File: src/spi_pkg.sv
package spi_pkg;
  // Register byte offsets on the AHB-Lite slave
  localparam logic [7:0] ADDR_CTRL = 8'h00; // operation_control_reg
  localparam logic [7:0] ADDR_CFG = 8'h04; // character_config_reg
  localparam logic [7:0] ADDR_BAUD = 8'h08; // baud_divider_field
  localparam logic [7:0] ADDR_TX = 8'h0C; // Transmit word, write starts a frame in the master role
  localparam logic [7:0] ADDR_RX = 8'h10; // Received word, read clears rx_full
  localparam logic [7:0] ADDR_STAT = 8'h14; // Status flags
  // Field positions
  localparam int CTL_MASTER_BIT = 2; // Role select, 1 = bus master
  localparam int CTL_PHASE_BIT = 3; // Clock phase select
  localparam int CFG_POL_BIT = 6; // Clock polarity, idle level
  localparam int STAT_RX_FULL_BIT = 0;
  localparam int STAT_TX_FULL_BIT = 1;
  localparam int STAT_BUSY_BIT = 2;
  localparam int BAUD_W = 7; // Divider field width
  localparam int WORD_W = 8; // Bits per word, MSB first
  // Reset values
  localparam logic CTL_MASTER_RST = 1'b0;
  localparam logic CTL_PHASE_RST = 1'b0;
  localparam logic CFG_POL_RST = 1'b0;
  localparam logic [BAUD_W-1:0] BAUD_RST = 7'h00;
  // Divider timing: codes below the floor code divide by four
  localparam logic [BAUD_W-1:0] DIV_FLOOR_CODE = 7'h03;
  localparam logic [7:0] DIV_FLOOR_PERIOD = 8'h04;
  localparam logic [7:0] PERIOD_MIN_EVEN = 8'h04;
  localparam logic [7:0] PERIOD_MAX_EVEN = 8'h80;
  localparam logic [7:0] PERIOD_MIN_ODD = 8'h05;
  localparam logic [7:0] PERIOD_MAX_ODD = 8'h7F;
  localparam logic [3:0] WORD_BITS = 4'h8;
  // Framing sequencer states, one-hot
  typedef enum logic [3:0] {
    ST_IDLE = 4'b0001,
    ST_SETUP = 4'b0010,
    ST_SHIFT = 4'b0100,
    ST_DONE = 4'b1000
  } frame_st_t;
endpackage : spi_pkg

File: src/spi_tick_if.sv
`timescale 1ns/10ps
// Tick carrier between the framing core and the baud generator
interface spi_tick_if;
  logic run; // Generator counts while high, restarts from zero when low
  logic [spi_pkg::BAUD_W-1:0] div; // Divider code, latched while idle
  logic mid; // End of the short (active) portion of a period
  logic fin; // End of a whole serial clock period
  modport gen (input run, input div, output mid, output fin);
  modport core (output run, output div, input mid, input fin);
endinterface : spi_tick_if
File: src/spi_baud_gen.sv
`timescale 1ns/10ps
module spi_baud_gen (
  input wire logic clk_sys,
  input wire logic sys_rst,
  spi_tick_if.gen tk
);
  // Whole state of the generator
  typedef struct packed {
    logic [7:0] cnt; // Cycle within the current period
    logic [spi_pkg::BAUD_W-1:0] div; // Divider code held for the frame
  } gen_t;

  gen_t r_r;
  gen_t r_nxt;
  logic [7:0] period; // Serial clock period in clock cycles
  logic [7:0] half; // Short portion, rounded down for odd periods

  // Small codes all divide by four, larger ones by code plus one
  assign period = (r_r.div < spi_pkg::DIV_FLOOR_CODE) ? spi_pkg::DIV_FLOOR_PERIOD :
                  8'({1'b0, r_r.div} + 8'h01);
  // Odd periods give the first phase the shorter half
  assign half = period >> 1;
  assign tk.mid = tk.run && (r_r.cnt == 8'(half - 8'h01));
  assign tk.fin = tk.run && (r_r.cnt == 8'(period - 8'h01));

  // Counter restarts on every frame so the first half period is exact
  always_comb
  begin
    r_nxt = r_r;
    if (!tk.run)
    begin
      r_nxt.cnt = 8'h00;
      r_nxt.div = tk.div; // Divider only changes between frames
    end
    else if (tk.fin)
    begin
      r_nxt.cnt = 8'h00;
    end
    else
    begin
      r_nxt.cnt = 8'(r_r.cnt + 8'h01);
    end
  end

  // State register
  always_ff @(posedge clk_sys)
  begin
    if (sys_rst)
    begin
      r_r <= '0;
    end
    else
    begin
      r_r <= r_nxt;
    end
  end

  property p_div_four;
    @(posedge clk_sys) disable iff (sys_rst || !tk.run)
    (tk.fin && r_r.div < spi_pkg::DIV_FLOOR_CODE) |=> (!tk.fin)[*3] ##1 tk.fin;
  endproperty
  a_div_four: assert property (p_div_four) else $error("small code period is not four cycles");
  property p_period_match;
    @(posedge clk_sys) disable iff (sys_rst)
    tk.fin |-> (r_r.cnt == 8'(period - 8'h01)) && $past(tk.run);
  endproperty
  a_period_match: assert property (p_period_match) else $error("period end not at divisor");
  property p_even_range;
    @(posedge clk_sys) disable iff (sys_rst)
    (tk.fin && (!period[0] || r_r.div < spi_pkg::DIV_FLOOR_CODE))
      |-> (period >= spi_pkg::PERIOD_MIN_EVEN) && (period <= spi_pkg::PERIOD_MAX_EVEN);
  endproperty
  a_even_range: assert property (p_even_range) else $error("even period out of range");
  property p_odd_range;
    @(posedge clk_sys) disable iff (sys_rst)
    (tk.fin && period[0] && r_r.div > spi_pkg::DIV_FLOOR_CODE)
      |-> (period >= spi_pkg::PERIOD_MIN_ODD) && (period <= spi_pkg::PERIOD_MAX_ODD);
  endproperty
  a_odd_range: assert property (p_odd_range) else $error("odd period out of range");
  property p_uneven_halves;
    @(posedge clk_sys) disable iff (sys_rst)
    tk.mid |-> (8'(period - 8'((r_r.cnt + 8'h01) << 1)) == {7'h00, period[0]});
  endproperty
  a_uneven_halves: assert property (p_uneven_halves) else $error("phase halves wrong");
endmodule : spi_baud_gen

File: src/spi_master_clock_framing.sv
`timescale 1ns/10ps
module spi_master_clock_framing (
  input wire logic CLK_SYS,
  input wire logic SYS_RST,
  input wire logic HSEL,
  input wire logic [31:0] HADDR,
  input wire logic [1:0] HTRANS,
  input wire logic HWRITE,
  input wire logic [2:0] HSIZE,
  input wire logic [31:0] HWDATA,
  input wire logic HREADY,
  output logic [31:0] HRDATA,
  output logic HREADYOUT,
  output logic HRESP,
  output logic SERIAL_CLOCK_OUT,
  output logic SERIAL_CLOCK_OE,
  output logic MASTER_OUT_LINE,
  output logic MASTER_OUT_OE,
  input wire logic MASTER_IN_LINE,
  output logic SLAVE_SELECT_N,
  output logic SLAVE_SELECT_OE
);
  // Whole state of the core
  typedef struct packed {
    logic in_meta; // First synchroniser stage
    logic in_sync; // Second synchroniser stage
    logic ctl_master; // Role select
    logic ctl_phase; // Clock phase select
    logic cfg_pol; // Clock polarity
    logic [spi_pkg::BAUD_W-1:0] baud; // Divider code
    logic [spi_pkg::WORD_W-1:0] tx_buf; // Word waiting to be sent
    logic tx_full; // tx_buf holds an unsent word
    logic [spi_pkg::WORD_W-1:0] rx_data; // Last word received
    logic rx_full; // rx_data not yet read
    logic [spi_pkg::WORD_W-1:0] tx_sh; // Outgoing shift register
    logic [spi_pkg::WORD_W-1:0] rx_sh; // Incoming shift register
    logic [3:0] bits; // Bits still to be sampled
    logic first; // No leading edge seen yet in this word
    logic last; // Last bit sampled, waiting for trailing edge
    logic clk_act; // Serial clock away from its idle level
    logic sclk; // Registered serial clock pin level
    logic sel_n; // Registered select, active low
    logic mo; // Registered outgoing data bit
    spi_pkg::frame_st_t st; // Framing sequencer
    logic dph_wr; // Write data phase pending
    logic [7:0] dph_addr; // Address of the pending write
    logic [31:0] rdata; // Read data for the data phase
  } core_t;

  core_t r_r;
  core_t r_nxt;
  logic bus_acc; // Address phase taken this cycle
  logic sample; // Incoming bit is captured this cycle
  logic finish; // Word completes this cycle

  spi_tick_if tk ();

  // Divider and half-period tick source
  spi_baud_gen u_gen (
    .clk_sys (CLK_SYS),
    .sys_rst (SYS_RST),
    .tk (tk)
  );

  assign tk.run = (r_r.st != spi_pkg::ST_IDLE);
  assign tk.div = r_r.baud;
  assign bus_acc = HSEL && HREADY && HTRANS[1];

  // Zero wait states, always OKAY
  assign HREADYOUT = 1'b1;
  assign HRESP = 1'b0;
  assign HRDATA = r_r.rdata;
  assign SERIAL_CLOCK_OUT = r_r.sclk;
  assign MASTER_OUT_LINE = r_r.mo;
  assign SLAVE_SELECT_N = r_r.sel_n;
  // Pins are driven only in the master role
  assign SERIAL_CLOCK_OE = r_r.ctl_master;
  assign MASTER_OUT_OE = r_r.ctl_master;
  assign SLAVE_SELECT_OE = r_r.ctl_master;

  // Next state: bus slave, sequencer and shifters in one pass.
  // Order matters: hardware clears come before software sets, and
  // software clears before hardware sets, so a set always wins.
  always_comb
  begin
    r_nxt = r_r;
    sample = 1'b0;
    finish = 1'b0;
    // Pin input goes through two flops before anything reads it
    r_nxt.in_meta = MASTER_IN_LINE;
    r_nxt.in_sync = r_r.in_meta;
    // Address phase capture
    r_nxt.dph_wr = bus_acc && HWRITE;
    r_nxt.dph_addr = HADDR[7:0];
    if (bus_acc && !HWRITE)
    begin
      r_nxt.rdata = 32'h0000_0000; // Unmapped offsets read as zero
      case (HADDR[7:0])
        spi_pkg::ADDR_CTRL:
        begin
          r_nxt.rdata[spi_pkg::CTL_MASTER_BIT] = r_r.ctl_master;
          r_nxt.rdata[spi_pkg::CTL_PHASE_BIT] = r_r.ctl_phase;
        end
        spi_pkg::ADDR_CFG:
        begin
          r_nxt.rdata[spi_pkg::CFG_POL_BIT] = r_r.cfg_pol;
        end
        spi_pkg::ADDR_BAUD:
        begin
          r_nxt.rdata[spi_pkg::BAUD_W-1:0] = r_r.baud;
        end
        spi_pkg::ADDR_TX:
        begin
          r_nxt.rdata[spi_pkg::WORD_W-1:0] = r_r.tx_buf;
        end
        spi_pkg::ADDR_RX:
        begin
          r_nxt.rdata[spi_pkg::WORD_W-1:0] = r_r.rx_data;
          r_nxt.rx_full = 1'b0; // Reading consumes the word
        end
        spi_pkg::ADDR_STAT:
        begin
          r_nxt.rdata[spi_pkg::STAT_RX_FULL_BIT] = r_r.rx_full;
          r_nxt.rdata[spi_pkg::STAT_TX_FULL_BIT] = r_r.tx_full;
          r_nxt.rdata[spi_pkg::STAT_BUSY_BIT] = (r_r.st != spi_pkg::ST_IDLE);
        end
        default:
        begin
          r_nxt.rdata = 32'h0000_0000;
        end
      endcase
    end
    // Framing sequencer; leading edges fall on fin, trailing on mid
    case (r_r.st)
      spi_pkg::ST_IDLE:
      begin
        if (r_r.ctl_master && r_r.tx_full)
        begin
          r_nxt.tx_sh = r_r.tx_buf;
          r_nxt.mo = r_r.tx_buf[spi_pkg::WORD_W-1];
          r_nxt.tx_full = 1'b0;
          r_nxt.bits = spi_pkg::WORD_BITS;
          r_nxt.first = 1'b1;
          r_nxt.sel_n = 1'b0;
          r_nxt.st = spi_pkg::ST_SETUP;
        end
      end
      spi_pkg::ST_SETUP:
      begin
        // Select and first bit lead the first edge by a whole period
        if (tk.mid)
        begin
          r_nxt.st = spi_pkg::ST_SHIFT;
        end
      end
      spi_pkg::ST_SHIFT:
      begin
        if (tk.fin)
        begin
          r_nxt.clk_act = 1'b1;
          r_nxt.first = 1'b0;
          if (r_r.ctl_phase)
          begin
            sample = 1'b1;
            r_nxt.last = (r_r.bits == 4'h1);
          end
          else if (!r_r.first)
          begin
            // Next bit goes out just after the leading edge
            r_nxt.tx_sh = {r_r.tx_sh[spi_pkg::WORD_W-2:0], 1'b0};
            r_nxt.mo = r_r.tx_sh[spi_pkg::WORD_W-2];
          end
        end
        else if (tk.mid)
        begin
          r_nxt.clk_act = 1'b0;
          if (!r_r.ctl_phase)
          begin
            sample = 1'b1;
            if (r_r.bits == 4'h1)
            begin
              r_nxt.st = spi_pkg::ST_DONE;
            end
          end
          else if (r_r.last)
          begin
            finish = 1'b1;
          end
          else
          begin
            // Phase 1 sets the bit half a period before its edge
            r_nxt.tx_sh = {r_r.tx_sh[spi_pkg::WORD_W-2:0], 1'b0};
            r_nxt.mo = r_r.tx_sh[spi_pkg::WORD_W-2];
          end
        end
      end
      spi_pkg::ST_DONE:
      begin
        // Half a period after the last receiving edge
        if (tk.fin)
        begin
          finish = 1'b1;
        end
      end
      default:
      begin
        r_nxt.st = spi_pkg::ST_IDLE;
        r_nxt.sel_n = 1'b1;
        r_nxt.clk_act = 1'b0;
      end
    endcase
    if (sample)
    begin
      r_nxt.rx_sh = {r_r.rx_sh[spi_pkg::WORD_W-2:0], r_r.in_sync};
      r_nxt.bits = 4'(r_r.bits - 4'h1);
    end
    if (finish)
    begin
      r_nxt.rx_data = r_nxt.rx_sh;
      r_nxt.rx_full = 1'b1; // Set wins over a read in the same cycle
      r_nxt.last = 1'b0;
      if (r_r.tx_full)
      begin
        // Back-to-back word: select stays low
        r_nxt.tx_sh = r_r.tx_buf;
        r_nxt.mo = r_r.tx_buf[spi_pkg::WORD_W-1];
        r_nxt.tx_full = 1'b0;
        r_nxt.bits = spi_pkg::WORD_BITS;
        r_nxt.first = 1'b1;
        r_nxt.st = r_r.ctl_phase ? spi_pkg::ST_SHIFT : spi_pkg::ST_SETUP;
      end
      else
      begin
        r_nxt.sel_n = 1'b1;
        r_nxt.st = spi_pkg::ST_IDLE;
      end
    end
    // Leaving the master role aborts the word at once; the partial
    // word is dropped rather than completed on a dead bus
    if (!r_r.ctl_master)
    begin
      r_nxt.st = spi_pkg::ST_IDLE;
      r_nxt.sel_n = 1'b1;
      r_nxt.clk_act = 1'b0;
      r_nxt.last = 1'b0;
      r_nxt.mo = r_r.mo; // Data holds: no clock edge goes with the abort
    end
    // Data phase of a write; a word written now beats the hardware load
    if (r_r.dph_wr)
    begin
      case (r_r.dph_addr)
        spi_pkg::ADDR_CTRL:
        begin
          r_nxt.ctl_master = HWDATA[spi_pkg::CTL_MASTER_BIT];
          r_nxt.ctl_phase = HWDATA[spi_pkg::CTL_PHASE_BIT];
        end
        spi_pkg::ADDR_CFG:
        begin
          r_nxt.cfg_pol = HWDATA[spi_pkg::CFG_POL_BIT];
        end
        spi_pkg::ADDR_BAUD:
        begin
          r_nxt.baud = HWDATA[spi_pkg::BAUD_W-1:0];
        end
        spi_pkg::ADDR_TX:
        begin
          r_nxt.tx_buf = HWDATA[spi_pkg::WORD_W-1:0];
          r_nxt.tx_full = 1'b1;
        end
        default:
        begin
          r_nxt.dph_wr = r_nxt.dph_wr; // Read-only or unmapped: ignored
        end
      endcase
    end
    // Pin level is polarity folded onto the active flag
    r_nxt.sclk = r_nxt.cfg_pol ^ r_nxt.clk_act;
  end

  // State register
  always_ff @(posedge CLK_SYS)
  begin
    if (SYS_RST)
    begin
      r_r <= '0;
      r_r.ctl_master <= spi_pkg::CTL_MASTER_RST;
      r_r.ctl_phase <= spi_pkg::CTL_PHASE_RST;
      r_r.cfg_pol <= spi_pkg::CFG_POL_RST;
      r_r.baud <= spi_pkg::BAUD_RST;
      r_r.sel_n <= 1'b1;
      r_r.st <= spi_pkg::ST_IDLE;
    end
    else
    begin
      r_r <= r_nxt;
    end
  end

  property p_idle_level;
    @(posedge CLK_SYS) disable iff (SYS_RST)
    (r_r.st == spi_pkg::ST_IDLE) ##1 (r_r.st == spi_pkg::ST_IDLE) |-> (SERIAL_CLOCK_OUT == r_r.cfg_pol);
  endproperty
  a_idle_level: assert property (p_idle_level) else $error("clock not at idle level");
  property p_slave_quiet;
    @(posedge CLK_SYS) disable iff (SYS_RST)
    !r_r.ctl_master ##1 !r_r.ctl_master |-> SLAVE_SELECT_N && !SLAVE_SELECT_OE && !r_r.clk_act;
  endproperty
  a_slave_quiet: assert property (p_slave_quiet) else $error("frame activity outside master role");
  property p_sample_edge;
    @(posedge CLK_SYS) disable iff (SYS_RST)
    sample |-> (r_r.ctl_phase ? tk.fin : tk.mid) && (r_r.st == spi_pkg::ST_SHIFT);
  endproperty
  a_sample_edge: assert property (p_sample_edge) else $error("sample on wrong edge");
  property p_ph0_drive;
    @(posedge CLK_SYS) disable iff (SYS_RST)
    ($changed(r_r.mo) && !r_r.ctl_phase && $past(r_r.st) == spi_pkg::ST_SHIFT) |-> $past(tk.fin) && r_r.clk_act;
  endproperty
  a_ph0_drive: assert property (p_ph0_drive) else $error("phase 0 data moved off leading edge");
  property p_ph1_drive;
    @(posedge CLK_SYS) disable iff (SYS_RST)
    ($changed(r_r.mo) && r_r.ctl_phase && $past(r_r.st) == spi_pkg::ST_SHIFT) |-> $past(tk.mid) && !r_r.clk_act;
  endproperty
  a_ph1_drive: assert property (p_ph1_drive) else $error("phase 1 data moved off trailing edge");
  property p_sel_covers_clock;
    @(posedge CLK_SYS) disable iff (SYS_RST)
    r_r.clk_act |-> !SLAVE_SELECT_N;
  endproperty
  a_sel_covers_clock: assert property (p_sel_covers_clock) else $error("clock active without select");
  property p_sel_lead;
    @(posedge CLK_SYS) disable iff (SYS_RST || !r_r.ctl_master)
    $fell(SLAVE_SELECT_N) |-> !r_r.clk_act [*2];
  endproperty
  a_sel_lead: assert property (p_sel_lead) else $error("select did not lead first edge");
endmodule : spi_master_clock_framing

File: config.mk
export PLATFORM = sky130hd
export DESIGN_NAME = spi_master_clock_framing
export DESIGN_NICKNAME = d
export VERILOG_FILES = /design/src/spi_pkg.sv /design/src/spi_tick_if.sv /design/src/spi_baud_gen.sv /design/src/spi_master_clock_framing.sv
export SDC_FILE = /design/constraint.sdc
export NUM_CORES = 1
export LEC_CHECK = 0
export ABC_AREA = 1
export BUFFER_PORTS_ARGS = -buffer_cell sky130_fd_sc_hd__buf_2
export CORE_AREA = 2 2 96 117
export CTS_BUF_LIST = sky130_fd_sc_hd__clkbuf_16
export CTS_CLUSTER_SIZE = 24
export DETAILED_ROUTE_END_ITERATION = 8
export DIE_AREA = 0 0 98 119
export PLACE_DENSITY = 0.83
export SYNTH_ARGS = -nofsm -noshare
export SYNTH_HDL_FRONTEND = slang
export SYNTH_SLANG_ARGS = --single-unit
File: constraint.sdc
create_clock -name CLK_SYS -period 3.45 [get_ports CLK_SYS]
set_clock_uncertainty 0.15 [all_clocks]
set_input_delay 0.5175 -clock CLK_SYS [delete_from_list [all_inputs] [get_ports CLK_SYS]]
set_output_delay 0.5175 -clock CLK_SYS [all_outputs]
set_load 0.05 [all_outputs]
Word-level counts from Yosys, hierarchy flattened:

Index checks and enable logic that the tools add are counted.

* output and inout port bits: 40
* register bits: 92

* equal/unequal tests: 23
* add/sub/neg operators: 5
* order comparisons: 1
* mux-type cells: 69
* bitwise gates (word level): 3
* reductions and logical operators: 23

Operators by type and width (count)
* 2-to-1 mux 8 bit: 9
* == test 8 x 4 -> 1 bit (second input constant): 4
* 2-to-1 mux 1 bit: 28
* 2-to-1 mux 4 bit: 5
* 2-to-1 mux 18 bit: 1
* 2-to-1 mux 6 bit: 3
* inequality test 3 bit (second input constant): 6
* 2-to-1 mux 17 bit: 1
* == test 8 x 3 -> 1 bit (second input constant): 2
* == test 8 x 5 -> 1 bit (second input constant): 2
* == test 8 bit: 2
* logical NOT 8 bit: 2
* case mux 4 bit (4 select lines): 1
* case mux 8 bit (2 select lines): 1
* 2-to-1 mux 5 bit: 3
* 2-to-1 mux 12 bit: 1
* case mux 1 bit (2 select lines): 6
* OR reduction 3 bit: 4
* 2-to-1 mux 9 bit: 1
* adder 7 x 1 -> 8 bit (second input constant): 1
* adder 8 x 1 -> 8 bit (second input constant): 1
* == test 4 x 1 -> 1 bit (second input constant): 2
* case mux 1 bit (4 select lines): 2
* case mux 2 bit (4 select lines): 1
* 23 further kinds: 35

Depth between registers and ports, before layout:

* word-level depth: 13
* gate-level depth with buffers: 25
* gate-level depth less buffers: 23

Cells and area by module:

Synthesis repeated with hierarchy kept, for this count alone.

* cell total of the unflattened synthesis: 772
* area, all modules: 5152.4 um2

Modules (own cells, without submodules)
* spi_master_clock_framing: times used 1, area each 3891.2 um2, cells an instance 572, sequential area each 1521.5 um2
* spi_baud_gen: times used 1, area each 1261.2 um2, cells an instance 200, sequential area each 300.3 um2

Worst setup path after synthesis:

No wires, ideal clock.

* path kind: flip-flop to flip-flop
* start: register u_gen.r_r[0] (netlist bit)
* end: register r_r[75] (netlist bit)
* setup time: 0.109 ns
* buffers on the path: 0
* cell stages (with the launch flop): 21
* path slack: 0.539 ns
* arrival time: 2.652 ns
* cell sequence: dfxtp_1 -> ha_1 -> xor2_2 -> nor2_8 -> ha_1 -> xnor2_1 -> nor2_1 -> o21ai_0 -> nor2_1 -> nand2_1 -> nor2_1 -> nand2_2 -> inv_2 -> nand2_1 -> nand2_2 -> nand3_4 -> nand2_1 -> and2_4 -> nand2_1 -> nand2_1 -> inv_1

* longest elaborated chain between the ends: 9

Ends and longest elaborated chain
* start: declaration: line spi_baud_gen.sv:13 `gen_t r_r;`
* start signal: assignment: line spi_baud_gen.sv:54 `r_r <= r_nxt;`
* adder 7 x 1 -> 8 bit or < comparator 7 x 2 -> 1 bit (tied branches): line spi_baud_gen.sv:20, spi_baud_gen.sv:19
* 2-to-1 mux 8 bit (*): line spi_baud_gen.sv:19 `assign period = (r_r.div < spi_pkg::DIV_FLOOR_CODE) ? spi_pkg::DIV_FLOOR_PERIOD :`
* subtractor 7 x 1 -> 8 bit: line spi_baud_gen.sv:23 `assign tk.mid = tk.run && (r_r.cnt == 8'(half - 8'h01));`
* == test 8 bit: line spi_baud_gen.sv:23
* logical AND 1 bit: line spi_baud_gen.sv:23
* 2-to-1 mux 1 bit: line spi_master_clock_framing.sv:174 `else if (tk.mid)`
* 2-to-1 mux 1 bit: line spi_master_clock_framing.sv:158 `if (tk.fin)`
* 2-to-1 mux 1 bit: line spi_master_clock_framing.sv:134 `case (r_r.st)`
* 2-to-1 mux 12 bit: line spi_master_clock_framing.sv:212 `if (sample)`
* end signal: assignment: line spi_master_clock_framing.sv:295 `r_r <= r_nxt;`
* end: declaration: line spi_master_clock_framing.sv:50 `core_t r_r;`

Mark *: on every way between the ends. The rest lies on a longest branch, timed or not.
A chain may end at the register's enable or synchronous reset.

Worst setup path in the final report:

* start: register u_gen.r_r[1] (netlist bit)
* end: register r_r[42] (netlist bit)

* longest elaborated chain between the ends: 10

Ends and longest elaborated chain (line)
* adder 7 x 1 -> 8 bit or < comparator 7 x 2 -> 1 bit (tied branches): spi_baud_gen.sv:20, spi_baud_gen.sv:19
* 2-to-1 mux 8 bit (*): spi_baud_gen.sv:19
* subtractor 7 x 1 -> 8 bit: spi_baud_gen.sv:23
* == test 8 bit: spi_baud_gen.sv:23
* logical AND 1 bit: spi_baud_gen.sv:23
* 2-to-1 mux 1 bit: spi_master_clock_framing.sv:174
* 2-to-1 mux 1 bit: spi_master_clock_framing.sv:158
* case mux 1 bit (2 select lines): spi_master_clock_framing.sv:134
* inequality test 3 bit (no source line) or inequality test 2 bit (tied branches)
* AND reduction 7 bit (no source line)

Marked as above.

==> summary.txt <==
status - finished, final reports clean
area share of fa/ha/maj cells after synthesis - 0.0130
CTS Buf Count - 9
worst slew pin tran - 0.838 ns
RSZ-0062 raised after global routing - no
combinational family with the most area after synthesis - simple AND/OR/NAND/NOR gates
Ant. Diodes - 0
startpoint types - flop
first-pass GRT wire length - 23100 um
most common cell in the netlist - nand2_1
HPWL after DPL - 10400 um
syn_area_per_cell - 6.59 sq um
DP Cell Count - 1029
initial antenna violation count - 0
CP max-delay cell - dfxtp_1
postcts setup bufs - 0
synth warn - 0
Design Area, Final - 0.00628 sq mm
leakage - 0.00271 uW
CP dominant cell by count - nor2_1
Mapped Cells - 879
Chip Height - 119 um
worst-path fanout max - 9
post-synthesis async set-or-reset flop share - 0
global route overflow - 0
Worst Setup End Kind - flop
WL final - 14000 um
pin count of the biggest net entering global routing - 41
Post-synth top flop - dfxtp_1
Register Area - 0.00182 sq mm
TritonRoute pass-1 iters - 6
area taken by multi-input logic gates - 0.00326 sq mm
clk root buf - clkbuf_16
TritonCTS clock tree - built
Hold Buf Count CTS - 0
vias - 5578
Worst-Skew Late Latency - 0.34 ns
number of flops mapped to enable cells by yosys - 0
Area after DPL - 0.00598 sq mm
Final Slew Violations - 0
CTS H-tree lvls - 3
XOR/XNOR share of the synthesized area - 0.0240
Hold WC Path Type - input pin to flop
sequential share of the synthesized area - 0.314
WL per Instance - 13.4 um
Layout area overhead - 8.44%
pwr/cell area - 345 mW/mm^2
initial core utilization - 0.543
Max Root-Sink Buffers - 2
GP Congestion - 0.897
fin nets - 989
Clk pin slew, worst setup/hold paths - 0.06 ns
post-synth top area share - 0.314
CP max stage delay - 0.42 ns
Area contributors post-synth - dfxtp_1 31%, nand2_1 12%, o21ai_0 7.2%
Max-cap violations - 0
Final Non-Filler Cells - 1044
compound-cell area share of the yosys netlist - 0.156
overall power - 2170 uW
num rows - 42
CP Cell Sequence - ha_1, xor2_2, nor2_8, ha_1, xnor2_1, nor2_1, o21ai_0, nor2_1, nand3_1, nor2_1, nand4_1, nand2_2, nand2_4, nand2_1, nand2_1, a21oi_1, nor2_1
Tmin final - 3.17 ns
Top Ports - 115
DRT iter0 DRCs - 328
reg-to-reg setup timing slack - 0.28 ns
final setup fails - 0
Final Hold Vio Count - 0
CP arrival - 3.26 ns
distinct cell type count after synthesis - 51
Die ar. - 0.0117 sq mm
die width - 98 um
top cells by count, synth - 187 x nand2_1, 97 x inv_1, 93 x nor2_1, 91 x dfxtp_1, 83 x o21ai_0
required time worst endpoint - 3.54 ns
Peak VDD IR - 0.000245 V
fill count - 1045
post-synthesis register bit count - 91
synthesized area - 0.00580 sq mm
Final TNS setup - 0 ns
leading area contributor after synthesis - dfxtp_1
residual DRC count - 0
port bufs - 36
simple-gate share of the synthesized area - 0.347
vias in the first global route - 5069
Worst slew margin - 0.439
fin crit share - 0.918
mux share of post-synthesis cell area - 0.00173
Core Box Area - 0.0107 sq mm
total track usage - 0.242
antenna viol nets, final - 0
share of layout cells above drive strength 1 - 0.161
via/cell ratio - 5.34
Highest Clock Rate - 316 MHz
# clock sinks - 91
crit path kind - flop to flop
## logic make-up (layout without fill, tap and decap cells)
family	Yosys count	in the layout
XOR/XNOR	15	15
AND/OR/NAND/NOR	424	424
adder cells (fa/ha/maj)	6	6
other	2	26
AO/OA/AOI/OAI	168	168
buffers and inverters	172	181
flip-flops	91	91
multiplexers	1	1
## cell type report
type	count	area share
tap	132	0.0263
inverter	109	0.0653
multi-input combinational	640	0.518
clock buffer	9	0.0358
timing repair buffer	57	0.0538
clock inverter	6	0.0106
sequential	91	0.290
## power by group
part	switching [uW]	internal [uW]
combinational	105	23.2
sequential	2.55	1060
clock	422	560
## metal layers
layer,vias up,global-route usage,share of wire
met5,-,0,0
met4,0,0.137,0.045
met3,43,0.0276,0.048
met2,186,0.414,0.48
met1,2520,0.294,0.42
li1,2829,-,-
## final timing paths
kind	startpoint	depth (start not counted)	endpoint
max	u_gen.r_r[1]	17	r_r[42]
min	MASTER_IN_LINE	3	r_nxt[99]
max reg2reg	u_gen.r_r[1]	17	r_r[42]
min reg2reg	r_nxt[99]	2	r_r[99]
## what timing repair did
item | CTS | global route
hold endpoints to repair | 0 | 0
setup endpoints to repair | 0 | 26
resized for setup | 0 | 3
## placed cells by master (no fill, tap or decap), types with 20 or more instances in the layout
| cell | count |
|---|---|
| a21oi_1 | 58 |
| inv_1 | 97 |
| nor2_1 | 93 |
| dfxtp_1 | 90 |
| o21ai_0 | 83 |
| buf_4 | 21 |
| nand2_1 | 187 |
| conb_1 | 26 |
| buf_2 | 36 |
| nand3_1 | 45 |
| nand2_2 | 20 |
## flip-flops by register name (all words and copies together) (netlist names)
name,flops
HRDATA,8
MASTER_OUT_LINE,1
MASTER_OUT_OE,1
SERIAL_CLOCK_OUT,1
SLAVE_SELECT_N,1
r_nxt,1
r_r,56
tk.div,7
u_gen.r_r,15
## metrics by stage
step	worst slack, ns	hold WS, ns	utilization
finish	0.281	0.228	0.589
global route	0.00348	0.227	0.589
CTS	0.256	0.225	0.588
global placement	0.341	0.241	0.561
floorplan	0.539	0.238	-
detailed placement	0.303	0.261	0.561
## critical path: cells and delay by family (launching register included)
kind	cells	cell delay (ns)
and+or+nand+nor	11	1.34
adders and majority gates	2	0.53
DFF	1	0.42
xor gates and xnor gates	2	0.39
AOI/OAI and AO/OA	2	0.21
No activity file was read; power rests on OpenSTA's default activity.
